$ cat src/design/ssc_consts.svh
// ssc_consts.svh: offsets, timing counts and primitive encodings for the
// spread-spectrum and align link control; included by every design module file except the package
`ifndef SSC_CONSTS_SVH
`define SSC_CONSTS_SVH

// clock and modulation timing
`define SSC_CLK_HZ 100000000
`define SSC_MOD_HZ_MIN 30000
`define SSC_MOD_HZ_MAX 33000
`define SSC_MOD_HZ_NOM 31250
// shortest legal period rounds up, longest rounds down
`define SSC_PER_MIN_CYC ((`SSC_CLK_HZ + `SSC_MOD_HZ_MAX - 1) / `SSC_MOD_HZ_MAX)
`define SSC_PER_MAX_CYC (`SSC_CLK_HZ / `SSC_MOD_HZ_MIN)
`define SSC_HALF_CYC ((`SSC_CLK_HZ / `SSC_MOD_HZ_NOM) / 2)

// frequency offsets in ppm
`define SSC_PPM_FLAT 100
`define SSC_PPM_SPAN 5200
`define SSC_PPM_CENTER 2600
`define SSC_PPM_DOWN_HI 100

// tolerance buffer minimum depth per rate, dwords
`define SSC_BUF_G3 39
`define SSC_BUF_G2 20
`define SSC_BUF_G1 10

// primitive encodings, byte 0 is the control character
`define SSC_K28_5 8'hBC
`define SSC_ALIGN0 32'h7B4A4ABC
`define SSC_ALIGN1 32'h070707BC
`define SSC_ALIGN2 32'h616161BC
`define SSC_ALIGN3 32'h7B7B7BBC
`define SSC_NOTIFY 32'h1F1F1F7C
`define SSC_KMASK 4'h1

`endif

$ cat src/design/ssc_pkg.sv
// ssc_pkg: types shared by the spread-spectrum and align link control
// assumes ssc_consts.svh is available for the numeric values
package ssc_pkg;

  // transmit modulation mode
  typedef enum logic [1:0] {
    SSC_MODE_NONE = 2'b00,
    SSC_MODE_DOWN = 2'b01,
    SSC_MODE_CENTER = 2'b10
  } ssc_mode_e;

  // kind of phy learned during link reset
  typedef enum logic [1:0] {
    SSC_PT_SAS = 2'b00,
    SSC_PT_EXP = 2'b01,
    SSC_PT_SATA = 2'b10
  } ssc_ptype_e;

  // physical link rate
  typedef enum logic [1:0] {
    SSC_RATE_G1 = 2'b00,
    SSC_RATE_G2 = 2'b01,
    SSC_RATE_G3 = 2'b10
  } ssc_rate_e;

  // one dword with its control-character flags
  typedef struct packed {
    logic [3:0] k;
    logic [31:0] d;
  } ssc_dword_s;

  // partner description from the link reset sequence
  typedef struct packed {
    ssc_ptype_e ptype;
    logic ssc_cap;
  } ssc_partner_s;

endpackage

$ cat src/design/ssc_align_ctrl.sv
// ssc_align_ctrl: spread-spectrum mode choice, modulation offset,
// expander tolerance buffer and align generation/detection for one phy
// assumes the phy reset controller and tx scheduler run on clk_i, and that
// rx_clk_i and rx_dword_i come from the line's recovered clock domain
// Function
// - with spreading on, sweep frequency at 30 to 33 kHz modulation rate
// - end device: flat toward non-capable partner, down-spread toward capable; the code down-spreads toward any SATA partner
// - expander: center toward capable SAS/expander, flat otherwise, SATA down
// - profile shape free but second half of period mirrors the first
// - expander buffer at least 39, 20, 10 dwords at 6, 3, 1.5 Gbps
// - buffer holds dwords while input is fast, drains them while slow
// - receiver accepts center, flat and down-spread incoming clocks
// - SATA-capable receiver also accepts 350 ppm flat and down ranges
// - transmit from own internal clock, never from the recovered clock
// - SATA-capable receiver tolerates a SATA device tracking our clock
// - out-of-band signals use only align variant 0
// - speed negotiation sends only align variants 0 and 1
// - after phy reset, aligns rotate 0, 1, 2, 3 cyclically
// - after phy reset, receiver accepts any align, no rotation check
// - align detected only after all four characters decoded
// - notify may replace rotation aligns, never during oob or negotiation
// - enable spreading before final speed window when both support it; the code enables for any chosen mode, SATA partners included
// - keep spreading until the next out-of-band signal
`timescale 1ns/1ps
`include "ssc_consts.svh"

module ssc_align_ctrl
  import ssc_pkg::*;
#(
  parameter int HALF = `SSC_HALF_CYC,
  parameter int BUF_DEPTH = `SSC_BUF_G3
) (
  // clock and reset
  input wire logic clk_i,
  input wire logic rst_n_i,
  // static configuration
  input wire logic is_expander_i,
  input wire logic ssc_cap_i,
  input wire logic sata_cap_i,
  input wire ssc_pkg::ssc_rate_e rate_i,
  // link reset sequence status
  input wire logic oob_active_i,
  input wire logic snw_active_i,
  input wire logic final_snw_i,
  input wire logic reset_done_i,
  input wire logic partner_valid_i,
  input wire ssc_pkg::ssc_partner_s partner_i,
  // transmit scheduling
  input wire logic align_req_i,
  input wire logic snw_align1_i,
  input wire logic notify_req_i,
  input wire ssc_pkg::ssc_dword_s tx_dword_i,
  // transmit dword stream
  output ssc_pkg::ssc_dword_s tx_dword_o,
  output logic tx_sent_o,
  output logic tx_prim_o,
  // transmit clock control
  output logic tx_clk_int_o,
  output ssc_pkg::ssc_mode_e ssc_mode_o,
  output logic ssc_en_o,
  output logic [13:0] ssc_ppm_o,
  // recovered receive side
  input wire logic rx_clk_i,
  input wire ssc_pkg::ssc_dword_s rx_dword_i,
  // receive detection
  output logic rx_align_o,
  output logic [1:0] rx_align_var_o,
  output logic rx_valid_o,
  output ssc_pkg::ssc_dword_s rx_dword_o,
  // expander forwarding
  output logic fwd_valid_o,
  output ssc_pkg::ssc_dword_s fwd_dword_o,
  input wire logic fwd_ready_i,
  output logic [6:0] buf_level_o,
  output logic buf_ovf_o,
  output logic buf_low_o
);

  import ssc_pkg::*;

  typedef enum logic [1:0] {
    ST_OOB = 2'b00,
    ST_SNW = 2'b01,
    ST_RUN = 2'b10
  } ssc_st_e;

  // align variant encoding
  function automatic logic [31:0] align_word(input logic [1:0] v);
    case (v)
      2'd0: align_word = `SSC_ALIGN0;
      2'd1: align_word = `SSC_ALIGN1;
      2'd2: align_word = `SSC_ALIGN2;
      default: align_word = `SSC_ALIGN3;
    endcase
  endfunction

  // full four character compare against one variant
  function automatic logic is_align(input ssc_dword_s w,
                                    input logic [1:0] v);
    is_align = (w.k == `SSC_KMASK) && (w.d == align_word(v));
  endfunction

  // profile position to signed ppm offset for the chosen mode
  function automatic logic [13:0] ppm_of(input ssc_mode_e m,
                                         input logic [11:0] ph);
    logic [27:0] sp;
    sp = (28'(ph) * 28'(`SSC_PPM_SPAN)) / 28'(HALF);
    case (m)
      SSC_MODE_CENTER: ppm_of = 14'(sp) - 14'(`SSC_PPM_CENTER);
      SSC_MODE_DOWN: ppm_of = 14'(`SSC_PPM_DOWN_HI) - 14'(sp);
      default: ppm_of = 14'h0000;
    endcase
  endfunction

  // ---------------- link state and mode ----------------
  ssc_st_e st_q, st_d;
  ssc_mode_e mode_q, mode_d;
  logic en_q, en_d;

  // phase of the reset sequence seen by the transmitter
  always_comb
  begin
    st_d = st_q;
    case (st_q)
      ST_OOB: if (!oob_active_i && snw_active_i) st_d = ST_SNW;
      ST_SNW: if (reset_done_i) st_d = ST_RUN;
              else if (oob_active_i) st_d = ST_OOB;
      ST_RUN: if (oob_active_i) st_d = ST_OOB;
      default: st_d = ST_OOB;
    endcase
  end

  // mode from learned partner, end device vs expander table
  wire ssc_mode_e mode_pick =
    !ssc_cap_i ? SSC_MODE_NONE :
    (partner_i.ptype == SSC_PT_SATA) ? SSC_MODE_DOWN :
    !partner_i.ssc_cap ? SSC_MODE_NONE :
    is_expander_i ? SSC_MODE_CENTER : SSC_MODE_DOWN;

  // follow the partner on every valid cycle until run, hold in run, drop at next oob
  always_comb
  begin
    mode_d = mode_q;
    if (oob_active_i)
      mode_d = SSC_MODE_NONE;
    else if (partner_valid_i && st_q != ST_RUN)
      mode_d = mode_pick;
  end

  // enable at final window start, hold until oob
  always_comb
  begin
    en_d = en_q;
    if (oob_active_i)
      en_d = 1'b0;
    else if (final_snw_i && mode_q != SSC_MODE_NONE)
      en_d = 1'b1;
  end

  always_ff @(posedge clk_i)
  begin
    if (!rst_n_i)
    begin
      st_q <= ST_OOB;
      mode_q <= SSC_MODE_NONE;
      en_q <= 1'b0;
    end
    else
    begin
      st_q <= st_d;
      mode_q <= mode_d;
      en_q <= en_d;
    end
  end

  // ---------------- modulation ----------------
  logic [11:0] phase;
  logic [13:0] ppm_q;

  // triangle at nominal rate inside the 30..33 kHz band
  ssc_sweep #(
    .HALF(HALF)
  ) u_sweep (
    .clk_i(clk_i),
    .rst_n_i(rst_n_i),
    .run_i(en_q),
    .phase_o(phase)
  );

  // offset for the synthesiser, flat when spreading is off
  always_ff @(posedge clk_i)
  begin
    if (!rst_n_i)
      ppm_q <= 14'h0000;
    else
      ppm_q <= en_q ? ppm_of(mode_q, phase) : 14'h0000;
  end

  // ---------------- transmit primitives ----------------
  logic [1:0] rot_q;
  ssc_dword_s txw_q;
  logic sent_q;
  logic prim_q;

  wire in_oob = (st_q == ST_OOB);
  wire in_snw = (st_q == ST_SNW);
  wire in_run = (st_q == ST_RUN);
  wire sub_notify = align_req_i && notify_req_i && in_run;
  wire rot_align = align_req_i && in_run && !sub_notify;
  wire [1:0] snw_var = {1'b0, snw_align1_i};
  wire [1:0] tx_var = in_oob ? 2'd0 :
                      in_snw ? snw_var : rot_q;
  wire [31:0] prim_word = sub_notify ? `SSC_NOTIFY :
                          align_word(tx_var);

  // outgoing dword, primitive slot wins over user data
  always_ff @(posedge clk_i)
  begin
    if (!rst_n_i)
    begin
      txw_q <= '0;
      sent_q <= 1'b0;
      prim_q <= 1'b0;
    end
    else if (align_req_i)
    begin
      txw_q <= '{k: `SSC_KMASK, d: prim_word};
      sent_q <= 1'b0;
      prim_q <= 1'b1;
    end
    else
    begin
      txw_q <= tx_dword_i;
      sent_q <= in_run;
      prim_q <= 1'b0;
    end
  end

  // rotation advances per align sent, a notify delays it
  always_ff @(posedge clk_i)
  begin
    if (!rst_n_i || !in_run)
      rot_q <= 2'd0;
    else if (rot_align)
      rot_q <= rot_q + 2'd1;
  end

  // ---------------- receive clock crossing ----------------
  logic [2:0] rck_q;
  ssc_dword_s rd1_q, rd2_q;

  // two stages before any logic looks at link inputs
  always_ff @(posedge clk_i)
  begin
    if (!rst_n_i)
    begin
      rck_q <= 3'b000;
      rd1_q <= '0;
      rd2_q <= '0;
    end
    else
    begin
      rck_q <= {rck_q[1:0], rx_clk_i};
      rd1_q <= rx_dword_i;
      rd2_q <= rd1_q;
    end
  end

  // sample data on the recovered clock's rising edge
  wire rx_edge = rck_q[1] && !rck_q[2];

  // ---------------- receive detection ----------------
  logic [3:0] hit;
  logic rx_al_q;
  logic [1:0] rx_var_q;
  logic rx_v_q;
  ssc_dword_s rx_w_q;

  // every variant compared, no rotation expected
  always_comb
  begin
    for (int i = 0; i < 4; i++)
      hit[i] = is_align(rd2_q, 2'(i));
  end

  wire any_align = |hit;
  wire [1:0] hit_var = hit[3] ? 2'd3 : hit[2] ? 2'd2 :
                       hit[1] ? 2'd1 : 2'd0;
  wire is_notify = (rd2_q.k == `SSC_KMASK) && (rd2_q.d == `SSC_NOTIFY);
  wire rx_data = rx_edge && !any_align && !is_notify;

  // detect and pass data at whatever rate the far clock runs
  always_ff @(posedge clk_i)
  begin
    if (!rst_n_i)
    begin
      rx_al_q <= 1'b0;
      rx_var_q <= 2'd0;
      rx_v_q <= 1'b0;
      rx_w_q <= '0;
    end
    else
    begin
      rx_al_q <= rx_edge && any_align;
      if (rx_edge && any_align)
        rx_var_q <= hit_var;
      rx_v_q <= rx_data;
      if (rx_data)
        rx_w_q <= rd2_q;
    end
  end

  // ---------------- expander tolerance buffer ----------------
  logic [6:0] lvl;
  logic b_wr_rdy, b_rd_v;
  ssc_dword_s b_rd_w;
  logic fwd_v_q;
  ssc_dword_s fwd_w_q;
  logic ovf_q, low_q;

  wire fwd_on = is_expander_i && in_run;
  wire b_rd_rdy = !fwd_v_q || fwd_ready_i;
  wire [6:0] need = (rate_i == SSC_RATE_G3) ? 7'(`SSC_BUF_G3) :
                    (rate_i == SSC_RATE_G2) ? 7'(`SSC_BUF_G2) :
                    7'(`SSC_BUF_G1);

  // aligns and notifies stripped, other dwords held while input runs fast
  ssc_tol_buf #(
    .W(36),
    .DEPTH(BUF_DEPTH),
    .AW(6)
  ) u_buf (
    .clk_i(clk_i),
    .rst_n_i(rst_n_i),
    .wr_valid_i(rx_v_q && fwd_on),
    .wr_data_i(rx_w_q),
    .wr_ready_o(b_wr_rdy),
    .rd_valid_o(b_rd_v),
    .rd_data_o(b_rd_w),
    .rd_ready_i(b_rd_rdy),
    .count_o(lvl)
  );

  // output stage, drained when the internal path is ready
  always_ff @(posedge clk_i)
  begin
    if (!rst_n_i)
    begin
      fwd_v_q <= 1'b0;
      fwd_w_q <= '0;
    end
    else if (b_rd_rdy)
    begin
      fwd_v_q <= b_rd_v;
      fwd_w_q <= b_rd_w;
    end
  end

  // sticky overrun until oob, and low-depth warning for the rate
  always_ff @(posedge clk_i)
  begin
    if (!rst_n_i)
    begin
      ovf_q <= 1'b0;
      low_q <= 1'b0;
    end
    else
    begin
      if (rx_v_q && fwd_on && !b_wr_rdy)
        ovf_q <= 1'b1;
      else if (oob_active_i)
        ovf_q <= 1'b0;
      low_q <= (7'(BUF_DEPTH) < need);
    end
  end

  // ---------------- transmit clock source ----------------
  logic int_q;

  // transmit always from the local synthesiser
  always_ff @(posedge clk_i)
  begin
    if (!rst_n_i)
      int_q <= 1'b1;
    else
      int_q <= 1'b1;
  end

  // a tracking SATA partner looks like any in-range clock
  wire sata_ok = sata_cap_i;
  logic sata_q;
  always_ff @(posedge clk_i)
  begin
    if (!rst_n_i)
      sata_q <= 1'b0;
    else
      sata_q <= sata_ok && partner_i.ptype == SSC_PT_SATA;
  end

  // ---------------- outputs ----------------
  assign tx_dword_o = txw_q;
  assign tx_sent_o = sent_q;
  assign tx_prim_o = prim_q;
  assign tx_clk_int_o = int_q;
  assign ssc_mode_o = mode_q;
  assign ssc_en_o = en_q;
  assign ssc_ppm_o = ppm_q;
  assign rx_align_o = rx_al_q;
  assign rx_align_var_o = rx_var_q;
  assign rx_valid_o = rx_v_q;
  assign rx_dword_o = rx_w_q;
  assign fwd_valid_o = fwd_v_q;
  assign fwd_dword_o = fwd_w_q;
  assign buf_level_o = lvl;
  assign buf_ovf_o = ovf_q;
  assign buf_low_o = low_q || (sata_q && 1'b0);

endmodule // ssc_align_ctrl

$ cat src/design/ssc_sweep.sv
// ssc_sweep: symmetrical triangular modulation profile generator
// assumes a free running clk_i at the rate in ssc_consts.svh
`timescale 1ns/1ps
`include "ssc_consts.svh"

module ssc_sweep #(
  parameter int HALF = `SSC_HALF_CYC
) (
  // clock and reset
  input wire logic clk_i,
  input wire logic rst_n_i,
  // control
  input wire logic run_i,
  // profile position, 0 at one extreme, HALF at the other
  output logic [11:0] phase_o
);

  logic [11:0] cnt_q;
  logic up_q;
  wire at_top = (cnt_q == 12'(HALF - 1));
  wire at_bot = (cnt_q == 12'h001);

  // rising half then its mirror image falling half
  always_ff @(posedge clk_i)
  begin
    if (!rst_n_i || !run_i)
    begin
      cnt_q <= 12'h000;
      up_q <= 1'b1;
    end
    else if (up_q)
    begin
      cnt_q <= cnt_q + 12'h001;
      up_q <= !at_top;
    end
    else
    begin
      cnt_q <= cnt_q - 12'h001;
      up_q <= at_bot;
    end
  end

  assign phase_o = cnt_q;

endmodule // ssc_sweep

$ cat src/design/ssc_tol_buf.sv
// ssc_tol_buf: center-spreading tolerance buffer, a dword fifo
// assumes writer and reader share clk_i
`timescale 1ns/1ps
`include "ssc_consts.svh"

module ssc_tol_buf #(
  parameter int W = 36,
  parameter int DEPTH = `SSC_BUF_G3,
  parameter int AW = 6
) (
  // clock and reset
  input wire logic clk_i,
  input wire logic rst_n_i,
  // fill side
  input wire logic wr_valid_i,
  input wire logic [W-1:0] wr_data_i,
  output logic wr_ready_o,
  // drain side
  output logic rd_valid_o,
  output logic [W-1:0] rd_data_o,
  input wire logic rd_ready_i,
  // fill level
  output logic [AW:0] count_o
);

  logic [W-1:0] mem [DEPTH];
  logic [AW-1:0] wp_q;
  logic [AW-1:0] rp_q;
  logic [AW:0] cnt_q;

  wire wr_go = wr_valid_i && wr_ready_o;
  wire rd_go = rd_valid_o && rd_ready_i;

  function automatic logic [AW-1:0] bump(input logic [AW-1:0] p);
    bump = (p == AW'(DEPTH - 1)) ? '0 : p + AW'(1);
  endfunction

  // storage
  always_ff @(posedge clk_i)
  begin
    if (wr_go)
      mem[wp_q] <= wr_data_i;
  end

  // pointers and level
  always_ff @(posedge clk_i)
  begin
    if (!rst_n_i)
    begin
      wp_q <= '0;
      rp_q <= '0;
      cnt_q <= '0;
    end
    else
    begin
      if (wr_go)
        wp_q <= bump(wp_q);
      if (rd_go)
        rp_q <= bump(rp_q);
      cnt_q <= cnt_q + (AW+1)'(wr_go) - (AW+1)'(rd_go);
    end
  end

  assign wr_ready_o = (cnt_q != (AW+1)'(DEPTH));
  assign rd_valid_o = (cnt_q != '0);
  assign rd_data_o = mem[rp_q];
  assign count_o = cnt_q;

endmodule // ssc_tol_buf

$ cat config.mk
export PLATFORM = sky130hd
export DESIGN_NAME = ssc_align_ctrl
export DESIGN_NICKNAME = d
export VERILOG_FILES = /design/src/design/ssc_pkg.sv /design/src/design/ssc_align_ctrl.sv /design/src/design/ssc_sweep.sv /design/src/design/ssc_tol_buf.sv
export VERILOG_INCLUDE_DIRS = /design/src /design/src/design
export SDC_FILE = /design/constraint.sdc
export NUM_CORES = 2
export LEC_CHECK = 0
export ABC_AREA = 1
export BUFFER_PORTS_ARGS = -buffer_cell sky130_fd_sc_hd__buf_2
export CORE_MARGIN = 1.5
export CORE_UTILIZATION = 56
export DETAILED_ROUTE_END_ITERATION = 8
export PLACE_DENSITY = 0.76
export SETUP_SLACK_MARGIN = 0.02
export SYNTH_ARGS = -nofsm -noshare
export SYNTH_HDL_FRONTEND = slang
export SYNTH_HIERARCHICAL = 1
export SYNTH_SLANG_ARGS = --single-unit
$ cat constraint.sdc
create_clock -name clk_i -period 10.15 [get_ports clk_i]
set_input_delay 3.045 -clock clk_i [delete_from_list [all_inputs] [get_ports clk_i]]
set_output_delay 3.045 -clock clk_i [all_outputs]
set_load 0.02 [all_outputs]
======== After elaboration in Yosys (flattened, before gate mapping) ========
Memories as Yosys holds them, arrays and structs flattened. A register that Yosys moved wholly into a read port is not among the register bits.
Index checks and enable logic that the tools add are counted.
storage, ports and cells
  flip-flop bits (word level) ............. 209
  memory bits (writable) .................. 1404
  word-level logic and storage cells ...... 137
  memories kept ........................... 1
memory list
  name       depth  bits a word  rd ports  clocked after memory_dff  write ports  RTL line           source
  u_buf.mem  39     36           1         1                         1            ssc_tol_buf.sv:26  logic [W-1:0] mem [DEPTH];
operators by class
  $add $sub $neg .......................... 9
  multiply operators ...................... 1
  divide/modulo/power cells ............... 1
  order comparisons ....................... 1
  equality and inequality tests ........... 22
  muxes and demuxes ....................... 28
  bitwise operators ....................... 1
  reductions and logical operators ........ 45
operators with widths
  cell                                                                     count
  32-bit by 31-bit equality test with 1-bit output, second input constant  3
  31-bit one-hot mux with 3 select lines                                   1
  33-bit two-way mux                                                       1
  32-bit by 27-bit equality test with 1-bit output, second input constant  1
  32-bit by 29-bit equality test with 1-bit output, second input constant  1
  32-bit two-way mux                                                       1
  25-bit by 11-bit divider with 28-bit output, second input constant       1
  14-bit one-hot mux with 2 select lines                                   1
  2-bit two-way mux                                                        11
  1-bit logical AND                                                        21
  12-bit by 9-bit multiplier with 21-bit output, second input constant     1
  6-bit two-way mux                                                        3
  14-bit by 12-bit subtractor with 14-bit output, second input constant    1
  7-bit by 14-bit subtractor with 14-bit output, first input constant      1
  12-bit by 1-bit adder with 12-bit output, second input constant          1
  6-bit by 1-bit adder with 6-bit output, second input constant            2
  12-bit by 1-bit equality test with 1-bit output, second input constant   1
  12-bit by 11-bit equality test with 1-bit output, second input constant  1
  6-bit equality test, second input constant                               2
  1-bit logical NOT                                                        12
  12-bit two-way mux                                                       1
  12-bit by 1-bit subtractor with 12-bit output, second input constant     1
  2-bit equality test, second input constant                               5
  2-bit by 1-bit equality test with 1-bit output, second input constant    4
  19 further kinds                                                         30

======== Logic depth before layout (Yosys ltp) ========
  depth after elaboration ................. 7
  gate-level depth with buffers ........... 100
  depth with buffers taken out ............ 99

======== Cells and area by module ========
Netlist, hierarchy kept.
by module, submodules not included
  module          times used  cells an instance  area each (sq um)  seq. area each (sq um)
  ssc_tol_buf     1           4832               57706.6            42660.9
  ssc_align_ctrl  1           1694               12050.3            4264.1
  ssc_sweep       1           136                867.1              260.2

======== Worst setup path before layout ========
No wires, ideal clock.
  path kind ............................... register to register
  start ................................... register u_sweep.cnt_q[2], in the netlist u_sweep/phase_o[2]
  end ..................................... register ppm_q[12], in the netlist ssc_ppm_o[12]
  setup time .............................. 0.128 ns
  data arrival time ....................... 9.917 ns
  required time ........................... 10.022 ns
  setup slack ............................. 0.104 ns
  cell stages (with the launch flop) ...... 91
  clock period less this slack ............ 10.046 ns
  cell sequence ........................... dfxtp_1 ha_1 ha_1 fa_1 inv_1 fa_1 inv_1 ha_1 nand2_1 inv_1 a21oi_1 nand2_1 nand2_1 nand2_1 nand2_1 nand2_2 nor2_4 nand3_4 (+55 left out) buf_6 nand2_2 nand2_4 nor2_2 nand2_2 nand2_4 nor2_4 nor2_4 nand2_4 ha_1 o21ai_1 nor2_1 nor3_1 nor2_1 nand2_1 o21ai_1 o211ai_1 a21oi_1
on the way
  cells in the longest elaborated chain, start to end .. 4
ends and longest elaborated chain
  what                                                                                                             RTL line                                      source
  start: declaration                                                                                               ssc_sweep.sv:18                               logic [11:0] cnt_q;
  start signal: assignment                                                                                         ssc_sweep.sv:33                               cnt_q <= cnt_q + 12'h001;
  start signal: assignment                                                                                         ssc_sweep.sv:38                               cnt_q <= cnt_q - 12'h001;
  12-bit by 9-bit multiplier with 21-bit output *                                                                  ssc_align_ctrl.sv:107                         sp = (28'(ph) * 28'(`SSC_PPM_SPAN)) / 28'(HALF);
  25-bit by 11-bit divider with 28-bit output *                                                                    ssc_align_ctrl.sv:107
  7-bit by 14-bit subtractor with 14-bit output or 14-bit by 12-bit subtractor with 14-bit output (tied branches)  ssc_align_ctrl.sv:110, ssc_align_ctrl.sv:109
  14-bit one-hot mux with 2 select lines *                                                                         ssc_align_ctrl.sv:108                         case (m)
  end signal: assignment                                                                                           ssc_align_ctrl.sv:196                         ppm_q <= en_q ? ppm_of(mode_q, phase) : 14'h0000;
  end: declaration                                                                                                 ssc_align_ctrl.sv:178                         logic [13:0] ppm_q;
Every way passes the cells marked *; elsewhere a longest branch is shown, timed or not.
A chain may end at the register's enable or synchronous reset.

======== Worst setup path after layout ========
  start ................................... register u_sweep.cnt_q[4], in the netlist u_sweep/phase_o[4]
  end ..................................... register ppm_q[10], in the netlist ssc_ppm_o[10]
Same word-level chain as after synthesis.

==> metrics.yaml <==
h-tree-depth: 4
grt_pass1_wl_um: 283000
gp_congestion: 0.899
holdPathEnd: "rd2_q[32]"
hold_buffers: 0
ant_nets: 0
skew_ns: 0.0346
synth_nets: 6848
drtIter0Drc: 6338
synthArstFlopShare: 0
syn_avg_cell_area_um2: 10.6
maxCapViolCount: 0
rsz0062_at_grt: "yes"
ys_warn_count: 6
hold_depth: 2
maxSlewViolCount: 0
r2r_setup_slack_ns: -0.36
clockBufferDepth: 3
r2r_start: "u_sweep/phase_o[4]"
clock_sinks: 1655
overflow: 0
crit_slowest_cell: "fa_1"
critPathArrivalTime_ns: 11.22
clock_latency_ns: 0.80
ys_ff_latch: 1655
die-area_mm2: 0.128
multi_input_area_mm2: 0.0215
postSynthCellCount: 6662
cp.required_ns: 10.85
antenna_found_initial: 5
cts_buffers: 158
irDropWorstVdd_mv: 0.203
setup_tns_ns: -2.62
start_util: 0.563
diodes: 0
hp-class: "reg -> reg"
tritoncts: "done"
slowest_delay_ns: 0.55
relSlewSlack: 0.0758
critPathMaxFanout: 7
place_area_mm2: 0.0745
root_buffer: "clkbuf_16"
post-route-period-util: 1.04
grt_usage: 0.293
syn_area_mm2: 0.0706
p_leak_nw: 32.9
hold_start: "rd1_q[32]"
synth_edf_count: 1404
fin_nets: 7204
violations: "setup timing"
r2r_cells: 87
die_h_um: 358
start_kind: "flop"
vias: 51500
hold_viol_final: 0
nFillCells: 9166
crit_top_cell: "nand2_4"
grt_pass1_vias: 48700
synth.largest_area_cell: "edfxtp_1"
grt_max_degree: 256
fp.coreArea_mm2: 0.125
area_delta_synth_final_pct: 14.6
fin_crit_ns: 10.51
fin_util: 0.645
synth_top_area_share: 0.597
ys_top_cells_by_area: "edfxtp_1 60%, nand2_1 11%, nand3_1 8.1%"
finalWirelength_um: 191000
critPathCaptureType: "flop"
yosys_most_used_dff: "edfxtp_1"
routed_via_density: 5.86
route.detailed.drc: 0
ff_latch_area_mm2: 0.0472
row_count: 130
drive_above_1_share: 0.159
die_w_um: 358
synth_cell_types: 63
r2r_end: "ssc_ppm_o[10]"
clk_pin_slew_ns: 0.06
fin_ws_ns: -0.364
firstDrtPassIters: 6
critPathKind: "reg -> reg"
p_per_area_mw_per_mm2: 212
layout.cells.non_filler: 8803
postLayoutCellArea_mm2: 0.0809
dp_cells: 8465
tightest_slew_ns: 1.39
status: "finished with violations"
io_pins: 234
synth_seq_area_share: 0.668
place.port_buffers: 229
setup_viol: 12
wl_per_cell_um: 21.7
fmax_ghz: 0.0951
hpwl_um: 106000
layout by cell type (no fill, tap or decap), types with 29 or more instances in the layout:
| master | n |
|---|---|
| inv_2 | 38 |
| nand2_4 | 62 |
| clkbuf_16 | 159 |
| edfxtp_1 | 1404 |
| nand2_1 | 1943 |
| ha_1 | 57 |
| o211ai_1 | 40 |
| nor2_1 | 386 |
| a21oi_1 | 100 |
| dfxtp_1 | 238 |
| buf_2 | 228 |
| nand3_2 | 29 |
| nand4_1 | 38 |
| buf_4 | 305 |
| clkinv_1 | 33 |
| o21ai_1 | 43 |
| nand3_1 | 1124 |
| inv_1 | 314 |
| nand2_2 | 66 |
| clkbuf_1 | 38 |
| o21ai_0 | 176 |
| nor2_4 | 61 |
per-stage QoR:
stage	hold WS (ns)	setup WS (ns)	power (mW)
3_5_place_dp	0.399	-0.751	11.2
5_1_grt	0.435	-1.05	17.7
6_report	0.411	-0.364	17.1
3_3_place_gp	0.394	-0.548	11.1
2_1_floorplan	0.390	0.104	10.3
4_1_cts	0.411	-0.255	17.1
how the worst max path moves through the flow:
stage | to | slack (ns) | from
after floorplan | ssc_ppm_o[12] | 0.10 | u_sweep/phase_o[2]
after global placement | ssc_ppm_o[12] | -0.55 | u_sweep/phase_o[4]
after detailed placement | ssc_ppm_o[12] | -0.75 | u_sweep/phase_o[4]
after CTS | ssc_ppm_o[12] | -0.25 | u_sweep/phase_o[4]
after global routing | ssc_ppm_o[10] | -1.05 | u_sweep/phase_o[4]
final | ssc_ppm_o[10] | -0.36 | u_sweep/phase_o[4]
area by class of cell:
class | count | area share
sequential | 1655 | 0.583
multi-input combinational | 4297 | 0.265
clock inverter | 88 | 0.0117
clock buffer | 207 | 0.0526
timing repair buffer | 542 | 0.0442
inverter | 364 | 0.0175
tap | 1650 | 0.0255
Yosys cell counts (5+ instances only):
cell type / count
dfxtp_1: 251
xor2_1: 11
nand3b_1: 8
nor2_4: 14
buf_1: 24
clkbuf_1: 126
xnor2_1: 8
edfxtp_1: 1404
buf_2: 136
nand3_4: 5
nor2_2: 11
nand3_2: 14
nand4_1: 38
nand2_1: 1980
nand2_2: 64
nor3_1: 18
o211ai_1: 40
nand2_4: 29
clkinv_1: 6
nand3_1: 1144
buf_4: 28
o21ai_1: 41
a21oi_1: 108
nor2_1: 434
inv_1: 325
ha_1: 80
nor4_1: 6
fa_1: 14
inv_2: 31
o21ai_0: 183
buf_6: 29
power by group:
part | leakage (nW) | internal, mW | switching (mW)
clock | 2.55 | 3.41 | 2.52
combinational | 14.8 | 1.01 | 2.62
sequential | 15.5 | 7.45 | 0.104
total | 32.9 | 11.9 | 5.24
per-layer routing:
metal | global-route usage | wire [um]
met5 | 0 | 0
met4 | 0.138 | 8840
met3 | 0.0476 | 19400
met2 | 0.473 | 89800
met1 | 0.392 | 72900
flip-flops by register name, summed over array words and instances, names as in the netlist, 2 cells and up, named ones only:
signal,flops
u_buf/mem,1404
fwd_dword_o,36
rd1_q,36
rd2_q,36
rx_dword_o,36
tx_dword_o,36
ssc_ppm_o,14
u_sweep/phase_o,12
u_buf/count_o,7
u_buf/rp_q,6
u_buf/wp_q,6
rck_q,3
rot_q,2
rx_align_var_o,2
ssc_mode_o,2
st_q,2
worst max-delay path: cells and delay by family (launching register included):
kind	cells	cell delay, ns
buffers and inverters	8	0.89
AOI/OAI and AO/OA	5	0.88
adders and majority gates	6	1.98
DFF	1	0.37
and+or+nand+nor	68	6.25
cell families (layout without fill, tap and decap cells):
family / after synthesis / in the layout / synth area share
AO/OA/AOI/OAI: 398 / 398 / 0.0311
AND/OR/NAND/NOR: 3783 / 3783 / 0.235
other: 2 / 2 / 0.000106
XOR/XNOR: 20 / 20 / 0.00259
buffers and inverters: 710 / 1201 / 0.0452
flip-flops: 1655 / 1655 / 0.668
adder cells (fa/ha/maj): 94 / 94 / 0.0181
timing repair:
| item | 4_1_cts | 5_1_grt |
|---|---|---|
| resized for setup | 132 | 68 |
| pin swaps | 104 | 71 |
| cloned | 0 | 0 |
| buffers inserted | 30 | 13 |
| endpoints found under the setup margin | 14 | 14 |
Power figures use the tool's default switching activity.
